===== config.mk =====
export PLATFORM = sky130hd
export DESIGN_NAME = hcmi_top
export DESIGN_NICKNAME = d
export VERILOG_FILES = /design/src/rtl/hcmi_pkg.sv /design/src/rtl/hcmi_mem_if.sv /design/src/rtl/hcmi_mem_port.sv /design/src/rtl/hcmi_top.sv
export SDC_FILE = /design/constraint.sdc
export NUM_CORES = 2
export LEC_CHECK = 0
export ABC_CLOCK_PERIOD_IN_PS = 5000
export BUFFER_PORTS_ARGS = -buffer_cell sky130_fd_sc_hd__buf_2
export CORE_MARGIN = 2
export CORE_UTILIZATION = 50
export CTS_CLUSTER_DIAMETER = 200
export DETAILED_ROUTE_END_ITERATION = 8
export MAX_ROUTING_LAYER = met4
export PLACE_DENSITY = 0.67
export REMOVE_ABC_BUFFERS = 1
export SLEW_MARGIN = 20
export SYNTH_ARGS = -nofsm -noshare
export SYNTH_HDL_FRONTEND = slang
export SYNTH_SLANG_ARGS = --single-unit

===== constraint.sdc =====
create_clock -name CLK -period 5 [get_ports CLK]
set_input_delay 1 -clock CLK [delete_from_list [all_inputs] [get_ports CLK]]
set_output_delay 1 -clock CLK [all_outputs]
set_load 0.05 [all_outputs]

===== src/rtl/hcmi_pkg.sv =====
// Constants and types of the host command and mailbox block.
// Assumes a single adapter clock and a byte-wide host memory port.
package hcmi_pkg;

	// ****************************************************************
	// Register offsets (byte addresses on the Wishbone slave)
	// ****************************************************************
	localparam logic [7:0] OFS_CMD      = 8'h00;
	localparam logic [7:0] OFS_DIN      = 8'h04;
	localparam logic [7:0] OFS_STAT     = 8'h08;
	localparam logic [7:0] OFS_DISC     = 8'h0c;
	localparam logic [7:0] OFS_BRETRY   = 8'h10;
	localparam logic [7:0] OFS_MBX_BASE = 8'h14;
	localparam logic [7:0] OFS_MBX_CNT  = 8'h18;
	localparam logic [7:0] OFS_OUT_CTL  = 8'h1c;
	localparam logic [7:0] OFS_OUT_ENT  = 8'h20;
	localparam logic [7:0] OFS_IN_CTL   = 8'h24;
	localparam logic [7:0] OFS_IN_ADDR  = 8'h28;
	localparam logic [7:0] OFS_TGT_LEN  = 8'h2c;
	localparam logic [7:0] OFS_TGT_DATA = 8'h30;

	// ****************************************************************
	// Status bit positions
	// ****************************************************************
	localparam int ST_IDLE   = 0;
	localparam int ST_DINRDY = 1;
	localparam int ST_CMDC   = 2;
	localparam int ST_CMDINV = 3;
	localparam int ST_OUTVLD = 4;
	localparam int ST_INDONE = 5;
	localparam int ST_INFAIL = 6;

	// ****************************************************************
	// Opcodes, reply values, mailbox codes
	// ****************************************************************
	localparam logic [7:0] OP_INQ_SETUP  = 8'h0d;
	localparam logic [7:0] OP_SET_OPTS   = 8'h21;
	localparam logic [7:0] OP_INQ_EXT    = 8'h8d;
	localparam logic [7:0] OP_WR_INQBUF  = 8'h9a;
	localparam logic [7:0] OP_RD_INQBUF  = 8'h9b;
	localparam logic [7:0] OPT_REMAIN    = 8'h02;
	localparam logic [7:0] OPT_RESET     = 8'hff;
	localparam logic [7:0] BASIC_DISC_IX = 8'h10;
	localparam logic [7:0] BUS_LETTER    = 8'h4d;
	localparam logic [7:0] ROM_OFF       = 8'h00;
	localparam logic [7:0] ROM_LOW       = 8'hc8;
	localparam logic [7:0] ROM_HIGH      = 8'hdc;
	localparam logic [7:0] SG_MAX_LO     = 8'h00;
	localparam logic [7:0] SG_MAX_HI     = 8'h20;
	localparam logic [6:0] INQ_BYTES     = 7'h40;
	localparam logic [6:0] INQ_LAST      = 7'h3f;
	localparam logic [6:0] MBX_LAST      = 7'h04;
	localparam logic [7:0] ACT_FREE      = 8'h00;
	localparam logic [7:0] CMP_FREE      = 8'h00;
	localparam logic [7:0] CMP_OK        = 8'h01;
	localparam logic [7:0] CMP_ABORTED   = 8'h02;
	localparam logic [7:0] CMP_NOTFOUND  = 8'h03;
	localparam logic [7:0] CMP_ERROR     = 8'h04;

	typedef enum logic [6:0] {
		S_IDLE  = 7'h01,
		S_PARAM = 7'h02,
		S_EXEC  = 7'h04,
		S_REPLY = 7'h08,
		S_COPY  = 7'h10,
		S_OUT   = 7'h20,
		S_IN    = 7'h40
	} hcmi_state_t;

endpackage : hcmi_pkg


===== src/rtl/hcmi_mem_if.sv =====
// Byte request channel between the command engine and the memory port.
// Assumes one request outstanding at a time.
`timescale 1ns/1ns
interface hcmi_mem_if;
	logic        req;
	logic        we;
	logic [31:0] addr;
	logic [7:0]  wdata;
	logic        done;
	logic [7:0]  rdata;
	modport engine (output req, we, addr, wdata, input done, rdata);
	modport port   (input req, we, addr, wdata, output done, rdata);
endinterface : hcmi_mem_if


===== src/rtl/hcmi_mem_port.sv =====
// Bus master port: holds one byte request on the memory pins until acked.
// Assumes the memory answers on the same clock as this block.
`timescale 1ns/1ns
module hcmi_mem_port (
	input  wire logic        clk,
	input  wire logic        rst,
	hcmi_mem_if.port         mi,
	output logic             mem_req,
	output logic             mem_we,
	output logic [31:0]      mem_addr,
	output logic [7:0]       mem_wdata,
	input  wire logic [7:0]  mem_rdata,
	input  wire logic        mem_ack
);
	logic        req_r;
	logic        we_r;
	logic [31:0] addr_r;
	logic [7:0]  wdata_r;
	logic        done_r;
	logic [7:0]  rdata_r;

	always_ff @(posedge clk) begin
		if (rst) begin
			req_r   <= 1'b0;
			we_r    <= 1'b0;
			addr_r  <= 32'h0;
			wdata_r <= 8'h0;
			done_r  <= 1'b0;
			rdata_r <= 8'h0;
		end else begin
			done_r <= req_r & mem_ack;
			if (req_r & mem_ack) begin
				req_r   <= 1'b0;
				rdata_r <= mem_rdata;
			end else if (mi.req & ~req_r) begin
				req_r   <= 1'b1;
				we_r    <= mi.we;
				addr_r  <= mi.addr;
				wdata_r <= mi.wdata;
			end
		end
	end

	assign mem_req   = req_r;
	assign mem_we    = we_r;
	assign mem_addr  = addr_r;
	assign mem_wdata = wdata_r;
	assign mi.done   = done_r;
	assign mi.rdata  = rdata_r;
endmodule : hcmi_mem_port


===== src/rtl/hcmi_top.sv =====
// Host command interpreter, inquiry buffer copier and mailbox mover.
// Assumes Wishbone classic software access and a same-clock memory port.
//
// What this block does
// RQ1: options command takes three parameter bytes
// RQ2: first options byte counts remaining bytes
// RQ3: disconnect mask bit set forbids disconnect
// RQ4: busy mask bit set forbids busy retry
// RQ5: both masks read all ones after reset
// RQ6: basic inquiry reply byte 16 is mask
// RQ7: extended inquiry returns requested byte count
// RQ8: extended reply byte zero is bus letter
// RQ9: extended reply byte one is ROM code
// RQ10: reply bytes two, three give 8192
// RQ11: write inquiry copies 64 bytes from host
// RQ12: target inquiry reply limited by length
// RQ13: read inquiry copies 64 bytes to host
// RQ14: incoming entries follow the outgoing entries
// RQ15: outgoing entry is action plus address
// RQ16: host fills outgoing entry only when free
// RQ17: device frees outgoing entry after copying
// RQ18: completion codes one to three reported
// RQ19: code four reports completion with error
// RQ20: incoming written only if free, code last
`timescale 1ns/1ns
module hcmi_top
	import hcmi_pkg::*;
#(
	parameter logic [7:0] ROM_BASE_CODE = 8'hc8
) (
	input  wire logic        CLK,
	input  wire logic        RST,
	input  wire logic        WB_CYC_I,
	input  wire logic        WB_STB_I,
	input  wire logic        WB_WE_I,
	input  wire logic [7:0]  WB_ADR_I,
	input  wire logic [3:0]  WB_SEL_I,
	input  wire logic [31:0] WB_DAT_I,
	output logic      [31:0] WB_DAT_O,
	output logic             WB_ACK_O,
	output logic             MEM_REQ,
	output logic             MEM_WE,
	output logic      [31:0] MEM_ADDR,
	output logic      [7:0]  MEM_WDATA,
	input  wire logic [7:0]  MEM_RDATA,
	input  wire logic        MEM_ACK,
	output logic      [7:0]  DISC_DISABLE,
	output logic      [7:0]  BUSY_RETRY_DISABLE
);
	import hcmi_pkg::*;

	// ****************************************************************
	// Decoding helpers
	// ****************************************************************
	function automatic logic [2:0] param_count(input logic [7:0] op);
		case (op)
			OP_SET_OPTS:  param_count = 3'd3;
			OP_INQ_SETUP: param_count = 3'd1;
			OP_INQ_EXT:   param_count = 3'd1;
			OP_WR_INQBUF: param_count = 3'd4;
			OP_RD_INQBUF: param_count = 3'd4;
			default:      param_count = 3'd0;
		endcase
	endfunction : param_count

	function automatic logic [7:0] reply_byte(input logic [7:0] op,
		input logic [7:0] ix, input logic [7:0] disc, input logic [7:0] rom);
		reply_byte = 8'h00;
		if (op == OP_INQ_SETUP) begin
			reply_byte = (ix == BASIC_DISC_IX) ? disc : 8'h00; // RQ6
		end else begin
			case (ix)
				8'd0:    reply_byte = BUS_LETTER; // RQ8
				8'd1:    reply_byte = rom; // RQ9
				8'd2:    reply_byte = SG_MAX_LO; // RQ10
				8'd3:    reply_byte = SG_MAX_HI; // RQ10
				default: reply_byte = 8'h00;
			endcase
		end
	endfunction : reply_byte

	// ****************************************************************
	// State
	// ****************************************************************
	hcmi_state_t st_r;
	logic        ack_r;
	logic [31:0] dat_r;
	logic [7:0]  opc_r;
	logic [2:0]  pidx_r;
	logic [31:0] pbuf_r;
	logic [7:0]  rlen_r;
	logic [7:0]  ridx_r;
	logic [7:0]  din_r;
	logic        dinrdy_r;
	logic        cmdc_r;
	logic        cmdinv_r;
	logic [7:0]  disc_r;
	logic [7:0]  bretry_r;
	logic [7:0]  inq_r [64];
	logic [6:0]  cnt_r;
	logic        pend_r;
	logic [31:0] mbx_base_r;
	logic [7:0]  mbx_n_r;
	logic [7:0]  out_idx_r;
	logic [7:0]  oact_r;
	logic [23:0] oaddr_r;
	logic        outvld_r;
	logic [7:0]  in_idx_r;
	logic [7:0]  in_code_r;
	logic [23:0] in_addr_r;
	logic        indone_r;
	logic        infail_r;
	logic [7:0]  tlen_r;
	logic [6:0]  tptr_r;

	hcmi_mem_if mi ();

	// ****************************************************************
	// Bus decode
	// ****************************************************************
	wire bus_req  = WB_CYC_I & WB_STB_I;
	wire fire     = bus_req & ack_r;
	wire wr       = fire & WB_WE_I & WB_SEL_I[0];
	wire rd       = fire & ~WB_WE_I;
	wire wr_cmd   = wr & (WB_ADR_I == OFS_CMD);
	wire wr_stat  = wr & (WB_ADR_I == OFS_STAT);
	wire wr_outc  = wr & (WB_ADR_I == OFS_OUT_CTL);
	wire wr_inc   = wr & (WB_ADR_I == OFS_IN_CTL);
	wire wr_tlen  = wr & (WB_ADR_I == OFS_TGT_LEN);
	wire wr_inad  = wr & (WB_ADR_I == OFS_IN_ADDR);
	wire rd_din   = rd & (WB_ADR_I == OFS_DIN);
	wire rd_tgt   = rd & (WB_ADR_I == OFS_TGT_DATA);
	wire idle     = (st_r == S_IDLE);
	wire [2:0] np = param_count(WB_DAT_I[7:0]);
	wire [2:0] opn = param_count(opc_r);
	wire [7:0] clr = wr_stat ? WB_DAT_I[7:0] : 8'h00;

	// Out-of-range ROM settings are reported as disabled
	wire rom_ok = (ROM_BASE_CODE >= ROM_LOW) && (ROM_BASE_CODE <= ROM_HIGH)
		&& (ROM_BASE_CODE[1:0] == 2'b00);
	wire [7:0] rom_code = rom_ok ? ROM_BASE_CODE : ROM_OFF; // RQ9

	// Target inquiry: valid while under both the CDB length and the buffer
	wire tgt_vld = ({1'b0, tptr_r} < tlen_r) && (tptr_r < INQ_BYTES); // RQ12
	wire [7:0] tgt_byte = inq_r[tptr_r[5:0]];

	wire [7:0] stat = {1'b0, infail_r, indone_r, outvld_r, cmdinv_r, cmdc_r,
		dinrdy_r, idle};

	logic [31:0] rd_mux;
	always_comb begin
		case (WB_ADR_I)
			OFS_DIN:      rd_mux = {24'h0, din_r};
			OFS_STAT:     rd_mux = {24'h0, stat};
			OFS_DISC:     rd_mux = {24'h0, disc_r};
			OFS_BRETRY:   rd_mux = {24'h0, bretry_r};
			OFS_MBX_BASE: rd_mux = mbx_base_r;
			OFS_MBX_CNT:  rd_mux = {24'h0, mbx_n_r};
			OFS_OUT_ENT:  rd_mux = {oact_r, oaddr_r}; // RQ15
			OFS_IN_CTL:   rd_mux = {16'h0, in_code_r, in_idx_r};
			OFS_IN_ADDR:  rd_mux = {8'h0, in_addr_r};
			OFS_TGT_LEN:  rd_mux = {24'h0, tlen_r};
			OFS_TGT_DATA: rd_mux = {23'h0, tgt_vld, tgt_byte};
			default:      rd_mux = 32'h0;
		endcase
	end

	// ****************************************************************
	// Memory requests
	// ****************************************************************
	// Incoming entries sit after all outgoing entries of the array
	wire [31:0] out_ent = mbx_base_r + {22'h0, out_idx_r, 2'b00}; // RQ14
	wire [31:0] in_ent  = mbx_base_r + {22'h0, mbx_n_r, 2'b00}
		+ {22'h0, in_idx_r, 2'b00}; // RQ14
	// The action or code byte is read first and accessed again fifth, after the address bytes
	wire [31:0] mb_off  = {30'h0, cnt_r[2] ? 2'b00 : cnt_r[1:0]};
	wire        mem_st  = (st_r == S_COPY) | (st_r == S_OUT) | (st_r == S_IN);
	wire        issue   = mem_st & ~pend_r;
	wire        done    = mi.done;
	wire [7:0]  rdb     = mi.rdata;
	wire        last_mb = (cnt_r == MBX_LAST);
	wire [1:0]  ab      = 2'd3 - cnt_r[1:0];

	assign mi.req = issue;
	assign mi.we = ((st_r == S_COPY) & (opc_r == OP_RD_INQBUF))
		| ((st_r == S_OUT) & last_mb) | ((st_r == S_IN) & (cnt_r != 7'h0));
	assign mi.addr = (st_r == S_COPY) ? pbuf_r + {25'h0, cnt_r}
		: (st_r == S_OUT) ? out_ent + mb_off : in_ent + mb_off;
	assign mi.wdata = (st_r == S_COPY) ? inq_r[cnt_r[5:0]]
		: (st_r == S_OUT) ? ACT_FREE // RQ17
		: last_mb ? in_code_r : in_addr_r[ab*8 +: 8]; // RQ20

	hcmi_mem_port u_port (
		.clk       (CLK),
		.rst       (RST),
		.mi        (mi.port),
		.mem_req   (MEM_REQ),
		.mem_we    (MEM_WE),
		.mem_addr  (MEM_ADDR),
		.mem_wdata (MEM_WDATA),
		.mem_rdata (MEM_RDATA),
		.mem_ack   (MEM_ACK)
	);

	// ****************************************************************
	// Bus slave and software registers
	// ****************************************************************
	always_ff @(posedge CLK) begin
		if (RST) begin
			ack_r      <= 1'b0;
			dat_r      <= 32'h0;
			mbx_base_r <= 32'h0;
			mbx_n_r    <= 8'h0;
			tlen_r     <= 8'h0;
			tptr_r     <= 7'h0;
		end else begin
			ack_r <= bus_req & ~ack_r;
			dat_r <= (bus_req & ~ack_r) ? rd_mux : dat_r;
			if (wr & (WB_ADR_I == OFS_MBX_CNT))
				mbx_n_r <= WB_DAT_I[7:0];
			if (fire & WB_WE_I & (WB_ADR_I == OFS_MBX_BASE)) begin
				for (int i = 0; i < 4; i++) begin
					if (WB_SEL_I[i])
						mbx_base_r[i*8 +: 8] <= WB_DAT_I[i*8 +: 8];
				end
			end
			if (wr_tlen) begin
				tlen_r <= WB_DAT_I[7:0]; // RQ12
				tptr_r <= 7'h0;
			end else if (rd_tgt & tgt_vld) begin
				tptr_r <= tptr_r + 7'h1; // RQ12
			end
		end
	end

	assign WB_ACK_O = ack_r;
	assign WB_DAT_O = dat_r;
	assign DISC_DISABLE = disc_r; // RQ3
	assign BUSY_RETRY_DISABLE = bretry_r; // RQ4

	// ****************************************************************
	// Command engine
	// ****************************************************************
	// Flags set by the engine win over a software clear in the same cycle
	wire set_c  = (st_r == S_EXEC) & (opc_r == OP_SET_OPTS)
		| (rd_din & dinrdy_r & (ridx_r + 8'h1 == rlen_r))
		| (st_r == S_EXEC) & (opn == 3'd1) & (pbuf_r[7:0] == 8'h0)
		| (st_r == S_COPY) & done & (cnt_r == INQ_LAST);
	wire set_inv = (idle & wr_cmd & (np == 3'd0))
		| (st_r == S_EXEC) & (opc_r == OP_SET_OPTS)
		& (pbuf_r[7:0] != OPT_REMAIN);

	always_ff @(posedge CLK) begin
		if (RST) begin
			st_r      <= S_IDLE;
			opc_r     <= 8'h0;
			pidx_r    <= 3'h0;
			pbuf_r    <= 32'h0;
			rlen_r    <= 8'h0;
			ridx_r    <= 8'h0;
			din_r     <= 8'h0;
			dinrdy_r  <= 1'b0;
			cmdc_r    <= 1'b0;
			cmdinv_r  <= 1'b0;
			disc_r    <= OPT_RESET; // RQ5
			bretry_r  <= OPT_RESET; // RQ5
			cnt_r     <= 7'h0;
			pend_r    <= 1'b0;
			out_idx_r <= 8'h0;
			oact_r    <= 8'h0;
			oaddr_r   <= 24'h0;
			outvld_r  <= 1'b0;
			in_idx_r  <= 8'h0;
			in_code_r <= CMP_FREE;
			in_addr_r <= 24'h0;
			indone_r  <= 1'b0;
			infail_r  <= 1'b0;
		end else begin
			cmdc_r   <= set_c | (cmdc_r & ~clr[ST_CMDC]);
			cmdinv_r <= set_inv | (cmdinv_r & ~clr[ST_CMDINV]);
			outvld_r <= ((st_r == S_OUT) & done & last_mb)
				| (outvld_r & ~clr[ST_OUTVLD]);
			indone_r <= ((st_r == S_IN) & done & last_mb)
				| (indone_r & ~clr[ST_INDONE]);
			infail_r <= ((st_r == S_IN) & done & (cnt_r == 7'h0)
				& (rdb != CMP_FREE)) | (infail_r & ~clr[ST_INFAIL]);
			if (issue)
				pend_r <= 1'b1;
			else if (done)
				pend_r <= 1'b0;
			// Loaded only while idle so a post in flight keeps its address
			if (wr_inad & idle)
				in_addr_r <= WB_DAT_I[23:0]; // RQ20
			case (st_r)
				S_IDLE: begin
					cnt_r <= 7'h0;
					if (wr_cmd & (np != 3'd0)) begin
						opc_r  <= WB_DAT_I[7:0];
						pidx_r <= 3'h0;
						st_r   <= S_PARAM;
					end else if (wr_outc) begin
						out_idx_r <= WB_DAT_I[7:0];
						st_r      <= S_OUT;
					end else if (wr_inc) begin
						in_idx_r  <= WB_DAT_I[7:0];
						in_code_r <= WB_DAT_I[15:8]; // RQ18 RQ19
						st_r      <= S_IN;
					end
				end
				S_PARAM: begin
					if (wr_cmd) begin
						pbuf_r[pidx_r[1:0]*8 +: 8] <= WB_DAT_I[7:0]; // RQ11 RQ13
						pidx_r <= pidx_r + 3'h1;
						if (pidx_r + 3'h1 == opn)
							st_r <= S_EXEC; // RQ1
					end
				end
				S_EXEC: begin
					st_r <= S_IDLE;
					if (opc_r == OP_SET_OPTS) begin
						if (pbuf_r[7:0] == OPT_REMAIN) begin // RQ2
							disc_r   <= pbuf_r[15:8]; // RQ1 RQ3
							bretry_r <= pbuf_r[23:16]; // RQ1 RQ4
						end
					end else if (opn == 3'd1) begin
						rlen_r <= pbuf_r[7:0]; // RQ7
						ridx_r <= 8'h0;
						if (pbuf_r[7:0] != 8'h0) begin
							din_r    <= reply_byte(opc_r, 8'h0, disc_r, rom_code);
							dinrdy_r <= 1'b1;
							st_r     <= S_REPLY;
						end
					end else begin
						st_r <= S_COPY; // RQ11 RQ13
					end
				end
				S_REPLY: begin
					if (rd_din & dinrdy_r) begin
						ridx_r <= ridx_r + 8'h1;
						if (ridx_r + 8'h1 == rlen_r) begin // RQ7
							dinrdy_r <= 1'b0;
							st_r     <= S_IDLE;
						end else begin
							din_r <= reply_byte(opc_r, ridx_r + 8'h1, disc_r,
								rom_code);
						end
					end
				end
				S_COPY: begin
					if (done) begin
						if (opc_r == OP_WR_INQBUF)
							inq_r[cnt_r[5:0]] <= rdb; // RQ11
						cnt_r <= cnt_r + 7'h1;
						if (cnt_r == INQ_LAST)
							st_r <= S_IDLE;
					end
				end
				S_OUT: begin
					if (done) begin
						cnt_r <= cnt_r + 7'h1;
						if (cnt_r == 7'h0)
							oact_r <= rdb; // RQ15
						else if (~last_mb)
							oaddr_r <= {oaddr_r[15:0], rdb}; // RQ15
						else
							st_r <= S_IDLE; // RQ17
					end
				end
				S_IN: begin
					if (done) begin
						cnt_r <= cnt_r + 7'h1;
						if ((cnt_r == 7'h0) & (rdb != CMP_FREE))
							st_r <= S_IDLE; // RQ20
						else if (last_mb)
							st_r <= S_IDLE;
					end
				end
				default: st_r <= S_IDLE;
			endcase
		end
	end

	// ****************************************************************
	// Checks
	// ****************************************************************
	a_opt_reset: assert property (@(posedge CLK) $past(RST) |->
		disc_r == OPT_RESET && bretry_r == OPT_RESET) // RQ5
		else $error("option masks not set after reset");
	a_opt_apply: assert property (@(posedge CLK) disable iff (RST)
		st_r == S_EXEC && opc_r == OP_SET_OPTS && pbuf_r[7:0] == OPT_REMAIN
		|=> disc_r == $past(pbuf_r[15:8]) && bretry_r == $past(pbuf_r[23:16])
		&& cmdc_r) // RQ1
		else $error("options not applied");
	a_opt_len: assert property (@(posedge CLK) disable iff (RST)
		st_r == S_EXEC && opc_r == OP_SET_OPTS && pbuf_r[7:0] != OPT_REMAIN
		|=> $stable(disc_r) && cmdinv_r) // RQ2
		else $error("bad options length accepted");
	a_basic_mask: assert property (@(posedge CLK) disable iff (RST)
		st_r == S_REPLY && opc_r == OP_INQ_SETUP && ridx_r == BASIC_DISC_IX
		|-> din_r == disc_r) // RQ6
		else $error("setup byte 16 is not the mask");
	a_ext_reply: assert property (@(posedge CLK) disable iff (RST)
		st_r == S_REPLY && opc_r == OP_INQ_EXT && dinrdy_r
		|-> (ridx_r != 8'd0 || din_r == BUS_LETTER)
		&& (ridx_r != 8'd3 || din_r == SG_MAX_HI)) // RQ8
		else $error("extended reply byte wrong");
	a_reply_len: assert property (@(posedge CLK) disable iff (RST)
		st_r == S_REPLY && rd_din && ridx_r + 8'h1 == rlen_r
		|=> st_r == S_IDLE && !dinrdy_r && cmdc_r) // RQ7
		else $error("reply length not honoured");
	a_copy_end: assert property (@(posedge CLK) disable iff (RST)
		st_r == S_COPY && done && cnt_r == INQ_LAST
		|=> st_r == S_IDLE ##1 st_r == S_IDLE) // RQ11
		else $error("inquiry copy length wrong");
	a_out_free: assert property (@(posedge CLK) disable iff (RST)
		issue && st_r == S_OUT && last_mb
		|-> mi.we && mi.wdata == ACT_FREE && mi.addr == out_ent) // RQ17
		else $error("outgoing entry not released");
	a_in_order: assert property (@(posedge CLK) disable iff (RST)
		issue && st_r == S_IN
		|-> (cnt_r == 7'h0) == !mi.we
		&& (!last_mb || (mi.wdata == in_code_r && mi.addr == in_ent))) // RQ20
		else $error("incoming entry written out of order");
	a_tgt_limit: assert property (@(posedge CLK) disable iff (RST)
		rd_tgt && !tgt_vld |=> $stable(tptr_r)) // RQ12
		else $error("target reply ran past limit");

endmodule : hcmi_top


After elaboration in Yosys (flattened, before gate mapping)
Memory sizes are Yosys's and may differ from the RTL's. A register that Yosys moved wholly into a read port is not among the register bits.
Index checks and enable logic that the tools add are counted.
{"block": "classes", "add_sub_neg": 12, "order_cmp": 2, "eq_ne": 55, "n_shift": 3, "muxes": 65, "bitwise_logic": 75, "n_reduce_logical": 40}
{"cell": "$pmux W32 S11", "n": 1}
{"cell": "$mux W7", "n": 19}
{"cell": "$mux W8", "n": 13}
{"cell": "$add A32 B10 Y32", "n": 3}
{"cell": "$add A32 B2 Y32", "n": 2}
{"cell": "$mux W32", "n": 2}
{"cell": "$eq A8 B6 Y1 const B", "n": 7}
{"cell": "$pmux W7 S7", "n": 1}
{"cell": "$eq A8 B8 Y1 const B", "n": 6}
{"cell": "$and A1 B1 Y1", "n": 47}
{"cell": "$eq A8 B5 Y1 const B", "n": 5}
{"cell": "$neg A5 Y34", "n": 1}
{"cell": "$shift A8 B34 Y32 const A", "n": 1}
{"cell": "$shiftx A8 B34 Y32", "n": 1}
{"cell": "$add A32 B7 Y32", "n": 1}
{"cell": "$bwmux W32", "n": 1}
{"cell": "$eq A8 B4 Y1 const B", "n": 4}
{"cell": "$pmux W8 S2", "n": 2}
{"cell": "$logic_not A8 Y1", "n": 3}
{"cell": "$mux W6", "n": 4}
{"cell": "$pmux W8 S3", "n": 1}
{"cell": "$shiftx A24 B6 Y8", "n": 1}
{"cell": "$pmux W3 S3", "n": 2}
{"cell": "$eq A8 B2 Y1 const B", "n": 2}
{"cell": "other kinds (45)", "n": 122}
{"block": "totals", "ff_bits": 323, "ramBits": 512, "n_memories": 1}
{"memory": "inq_r", "depth": 64, "word_bits": 8, "rd": 2, "rd_clocked_by_memory_dff": 2, "write_ports": 1, "line": "hcmi_top.sv:99", "text": "logic [7:0] inq_r [64];"}

Depth between registers and ports, before layout
{"block": "depth", "depth_word": 10, "depth_mapped": 14, "ltp_nobuf": 12}

Hierarchy
Synthesis repeated with hierarchy kept, for this count alone.
{"block": "unflattened", "hier_cells": 3273, "hier_area_um2": 41512.3}
{"module": "hcmi_top", "instances": 1, "cells_per_inst": 3044, "area_per_inst_um2": 39215.1}
{"module": "hcmi_mem_port", "instances": 1, "cells_per_inst": 229, "area_per_inst_um2": 2297.2}

Least setup slack after synthesis
No wires, ideal clock.
{"block": "synth_path", "path_type": "reg2reg", "startpoint": "register cnt_r[1]", "endpoint": "register u_port.addr_r[17], in the netlist u_port.mem_addr[17]", "setup_time_ns": 0.103, "arrival_time_ns": 3.601, "t_required_ns": 4.897, "slack_ns": 1.296, "stages_incl_launch_ff": 15, "cell_sequence": "dfxtp_1 -> clkbuf_1 -> clkinv_1 -> nor2_1 -> ha_1 -> ha_1 -> fa_1 -> a211o_1 -> a211oi_1 -> o21bai_1 -> nand2b_1 -> clkbuf_1 -> nand3_1 -> xnor2_1 -> a2111oi_2"}
{"block": "synth_between", "elab_chain_cells": 4}
{"element": "start: declaration", "line": "hcmi_top.sv:100", "text": "logic [6:0] cnt_r;"}
{"element": "start signal: assignment", "line": "hcmi_top.sv:353", "text": "cnt_r <= cnt_r + 7'h1;"}
{"element": "start signal: assignment", "line": "hcmi_top.sv:360", "text": "cnt_r <= cnt_r + 7'h1;"}
{"element": "start signal: assignment", "line": "hcmi_top.sv:371", "text": "cnt_r <= cnt_r + 7'h1;"}
{"element": "$mux W2", "line": "hcmi_top.sv:176", "text": "wire [31:0] mb_off = {30'h0, cnt_r[2] ? 2'b00 : cnt_r[1:0]};"}
{"element": "$add A32 B2 Y32", "line": "hcmi_top.sv:188", "text": ": (st_r == S_OUT) ? out_ent + mb_off : in_ent + mb_off;"}
{"element": "$mux W32", "line": "hcmi_top.sv:188"}
{"element": "$mux W32 *", "line": "hcmi_top.sv:187", "text": "assign mi.addr = (st_r == S_COPY) ? pbuf_r + {25'h0, cnt_r}"}
{"element": "end signal: assignment", "line": "hcmi_mem_port.sv:38", "text": "addr_r <= mi.addr;"}
{"element": "end: declaration", "line": "hcmi_mem_port.sv:17", "text": "logic [31:0] addr_r;"}
Every way passes the cells marked *; elsewhere a longest branch is shown, timed or not.
A chain may end at the register's enable or synchronous reset.

Worst setup path in the final report
{"block": "layout_path", "startpoint": "register st_r[0]", "endpoint": "memory inq_r[28][4], enable pin"}
{"block": "layout_between", "elab_chain_cells": 4}
{"element": "start: declaration", "line": "hcmi_top.sv:85", "text": "hcmi_state_t st_r;"}
{"element": "start signal: assignment", "line": "hcmi_top.sv:255", "text": "st_r <= S_IDLE;"}
{"element": "start signal: assignment", "line": "hcmi_top.sv:300", "text": "st_r <= S_PARAM;"}
{"element": "start signal: assignment", "line": "hcmi_top.sv:303", "text": "st_r <= S_OUT;"}
{"element": "$eq A7 B5 Y1", "line": "hcmi_top.sv:294", "text": "case (st_r)"}
{"element": "$mux W1", "line": "hcmi_top.sv:294"}
{"element": "$mux W1", "line": "hcmi_top.sv:254", "text": "if (RST) begin"}
{"element": "$mux W1 (implied by the code)", "line": "hcmi_top.sv:352", "text": "inq_r[cnt_r[5:0]] <= rdb;"}
{"element": "end: declaration", "line": "hcmi_top.sv:99"}
No other way between the ends.

==> qor.yml <==
status: "finished clean"
cts_sinks: 847
drc_errors: 0
synth_compound_area_share_pct: 10.31
post-cts-setup-buffers: 0
ir_worst_vdd_mv: 0.3142
drv_cap: 0
yosys.area_share.adder_pct: 1.912
grt_pass1_vias: 29265
synthCells: 3253
finalSetupTns_ns: 0
hp-class: "flip-flop to flip-flop"
overflow: 0
cp_data_arrival_time_ns: 4.33
holdWs_ns: 0.4584
min_period_ns: 4.020
start_kind: "flip-flop"
ctsHoldBuffers: 0
worstPathCellList: "nor4_4, nand3_1, nor2_1, nor4b_4, nand3_1, nor2_1"
grt_max_degree: 98
period_share_pct: 80.40
slew_headroom_pct: 27.30
crit_path_max_fanout: 9
hold_end: "oaddr_r[17]$_SDFFE_PP0P_"
drv_slew: 0
start_util_pct: 50.68
hp-start: "oaddr_r[9]$_SDFFE_PP0P_"
ys_ff_latch: 847
design.die.area_um2: 84220
synthMuxAreaShare_pct: 18.93
nets: 3460
critPathSlowestCell: "nor2_1"
skew_ns: 0.05737
slowest_delay_ns: 0.88
post_cts_resize_count: 0
io_pins: 149
root_buffer: "clkbuf_16"
tightest_slew_ns: 1.082
p_leak_nw: 15.56
seq_area_frac_synth_pct: 53.91
r2r_slack_ns: 0.98
drtAntennaViolNets: 0
cts_made_buffers: 90
crit_buf_inv: 0
synth_warnings: 0
io_buffer_count: 148
core_region_area_um2: 80810
wl_per_cell_um: 30.26
synth_top_family_by_area: "multiplexers"
ys.flop_type: "edfxtp_1"
worstRegToRegCells: 6
track_usage_pct: 32.73
antenna_found_initial: 3
fmax_ghz: 0.2487
fp.dieW_um: 290.2
ys_types: 95
rows: 104
synthSimpleGateAreaFrac_pct: 10.97
setup-violations-final: 0
htree_levels: 3
r2r-start: "st_r[0]$_SDFFE_PP1P_"
drive_above_1_share_pct: 20.91
critPathTopFamily: "simple AND/OR/NAND/NOR gates"
cts_tree: "built"
gp_congestion: 0.9908
vias: 30236
synth_edf_count: 512
async_reset_ff_share_pct: 0
endpoint_kind: "flip-flop"
power.density_nw_per_um2: 323.0
grt_pass1_wl_mm: 198.4
syn_avg_cell_area_um2: 12.59
synth_area_um2: 40960
routed_wirelength_mm: 135.6
synthXorXnorAreaFrac_pct: 1.384
area.growth.synth_to_final_pct: 11.99
dr.pass1.iters: 6
clk_latency_ns: 0.69
rsz0062_at_grt: "no"
crit_type: "flip-flop to flip-flop"
drt_iter0_drc: 3870
cts_buffer_depth: 3
final_hold_viol_count: 0
fp.dieH_um: 290.2
cp.required_ns: 5.31
via_per_inst: 6.746
clk_pin_slew_ns: 0.07
min_path_cells: 2
reg2reg_to: "inq_r[28][4]$_DFFE_PP_"
dpl.hpwl_mm: 93.91
## flip-flops by register name (all words and copies together), names as in the netlist, 24 cells and up, named ones only
| signal | cells |
|---|---|
| WB_DAT_O | 32 |
| in_addr_r | 24 |
| inq_r | 512 |
| mbx_base_r | 32 |
| oaddr_r | 24 |
| pbuf_r | 32 |
| u_port.mem_addr | 32 |
## tightest hold or removal path, cell delays in order (launching register included)
cell     delay, ns
dfxtp_1       0.33
nand2_1       0.06
a21oi_1       0.06
## cells in the final DEF (no fill, tap or decap), types with 10 or more instances in the layout
cell type    n
fa_1        11
buf_4       67
a31oi_1     18
xor2_1      24
nor2_1     230
dfxtp_1    321
nor4_1      13
a221oi_1    28
edfxtp_1   512
a21oi_1    257
o21ai_0    102
clkbuf_1    24
xnor2_1     38
inv_1       30
nand3_1    115
bufinv_16   11
clkbuf_16   90
a22oi_1     92
dfxtp_2     10
buf_2      147
nand4_1     24
mux2i_1    113
and4_1      10
a21o_1      23
nand2b_1    13
a211oi_1    21
clkinv_2    12
and2_1      14
and3_1      38
ha_1        45
or3_1       14
nor3_1      40
a22o_1      12
nand2_1    383
mux4_2     290
## Yosys cell counts, types with 13 or more instances
| cell type | number | area (um^2) |
|---|---|---|
| edfxtp_1 | 512 | 15370 |
| nand2_1 | 383 | 1438 |
| dfxtp_1 | 335 | 6706 |
| mux4_2 | 290 | 6531 |
| a21oi_1 | 257 | 1286 |
| nor2_1 | 232 | 870.8 |
| clkbuf_1 | 133 | 499.2 |
| nand3_1 | 115 | 575.6 |
| mux2i_1 | 113 | 1131 |
| o21ai_0 | 102 | 510.5 |
| a22oi_1 | 92 | 690.7 |
| buf_2 | 51 | 255.2 |
| ha_1 | 45 | 563.0 |
| nor3_1 | 42 | 210.2 |
| and3_1 | 38 | 237.7 |
| xnor2_1 | 38 | 332.8 |
| inv_1 | 31 | 116.4 |
| a221oi_1 | 28 | 245.2 |
| buf_1 | 25 | 93.84 |
| nand4_1 | 24 | 150.1 |
| xor2_1 | 24 | 210.2 |
| a21o_1 | 23 | 172.7 |
| a211oi_1 | 22 | 165.2 |
| a31oi_1 | 18 | 112.6 |
| and2_1 | 14 | 87.58 |
| nand2b_1 | 14 | 87.58 |
| or3_1 | 14 | 87.58 |
| nor4_1 | 13 | 81.33 |
## area by class of cell
class,instances,area [um^2]
Timing Repair Buffer,221,1368
Tap cell,1060,1326
Antenna cell,2,5.005
Multi-Input combinational cell,2153,17870
Clock buffer,120,2425
Fill cell,6501,34940
Clock inverter,46,641.9
Inverter,33,123.9
Sequential cell,847,22110
## worst max path at each step
stage	slack, ns	endpoint	start	cells after the start
floorplan	-2.10	u_port.mem_wdata[5]$_SDFFE_PP0P_	flip-flop	5
global placement	1.04	inq_r[30][0]$_DFFE_PP_	RST	4
detailed placement	0.96	inq_r[30][2]$_DFFE_PP_	RST	4
CTS	1.13	u_port.mem_addr[29]$_SDFFE_PP0P_	cnt_r[0]$_SDFFE_PP0P_	12
global route	0.81	u_port.mem_addr[29]$_SDFFE_PP0P_	cnt_r[0]$_SDFFE_PP0P_	12
finish	0.98	inq_r[28][4]$_DFFE_PP_	st_r[0]$_SDFFE_PP1P_	6
## metrics by stage
stage               utilization (%)  setup slack (ns)  std cells  power (W)  cell area, um^2
floorplan                         -            -2.104       3033   0.007762            40030
global placement              52.92             1.040       4313   0.007982            42760
detailed placement            52.92            0.9643       4313   0.007989            42760
CTS                           56.71             1.134       4479    0.01485            45830
global route                  56.76            0.8050       4481    0.01514            45870
finish                        56.76            0.9798       4482    0.01482            45870
## per-layer routing
layer / up-vias / track usage (%) / wire [um]
met5: - / - / 0
met4: 0 / 15.37 / 7554
met3: 376 / 5.575 / 12810
met2: 1795 / 51.76 / 64720
met1: 15242 / 41.38 / 50530
li1: 12823 / - / -
## power by group
part           total (W)  switching (W)  internal (W)
registers        0.00740      0.0000404       0.00736
clock network    0.00696        0.00294       0.00402
logic           0.000447       0.000345      0.000103
## logic make-up (layout without fill, tap and decap cells)
logic type / count (synthesis) / count (layout)
AOI/OAI and AO/OA: 659 / 659
adders and majority gates: 56 / 56
xor gates and xnor gates: 63 / 63
muxes: 411 / 411
other: 0 / 2
buffers and inverters: 253 / 420
DFF: 847 / 847
and+or+nand+nor: 964 / 964
No activity file was read; power rests on OpenSTA's default activity.
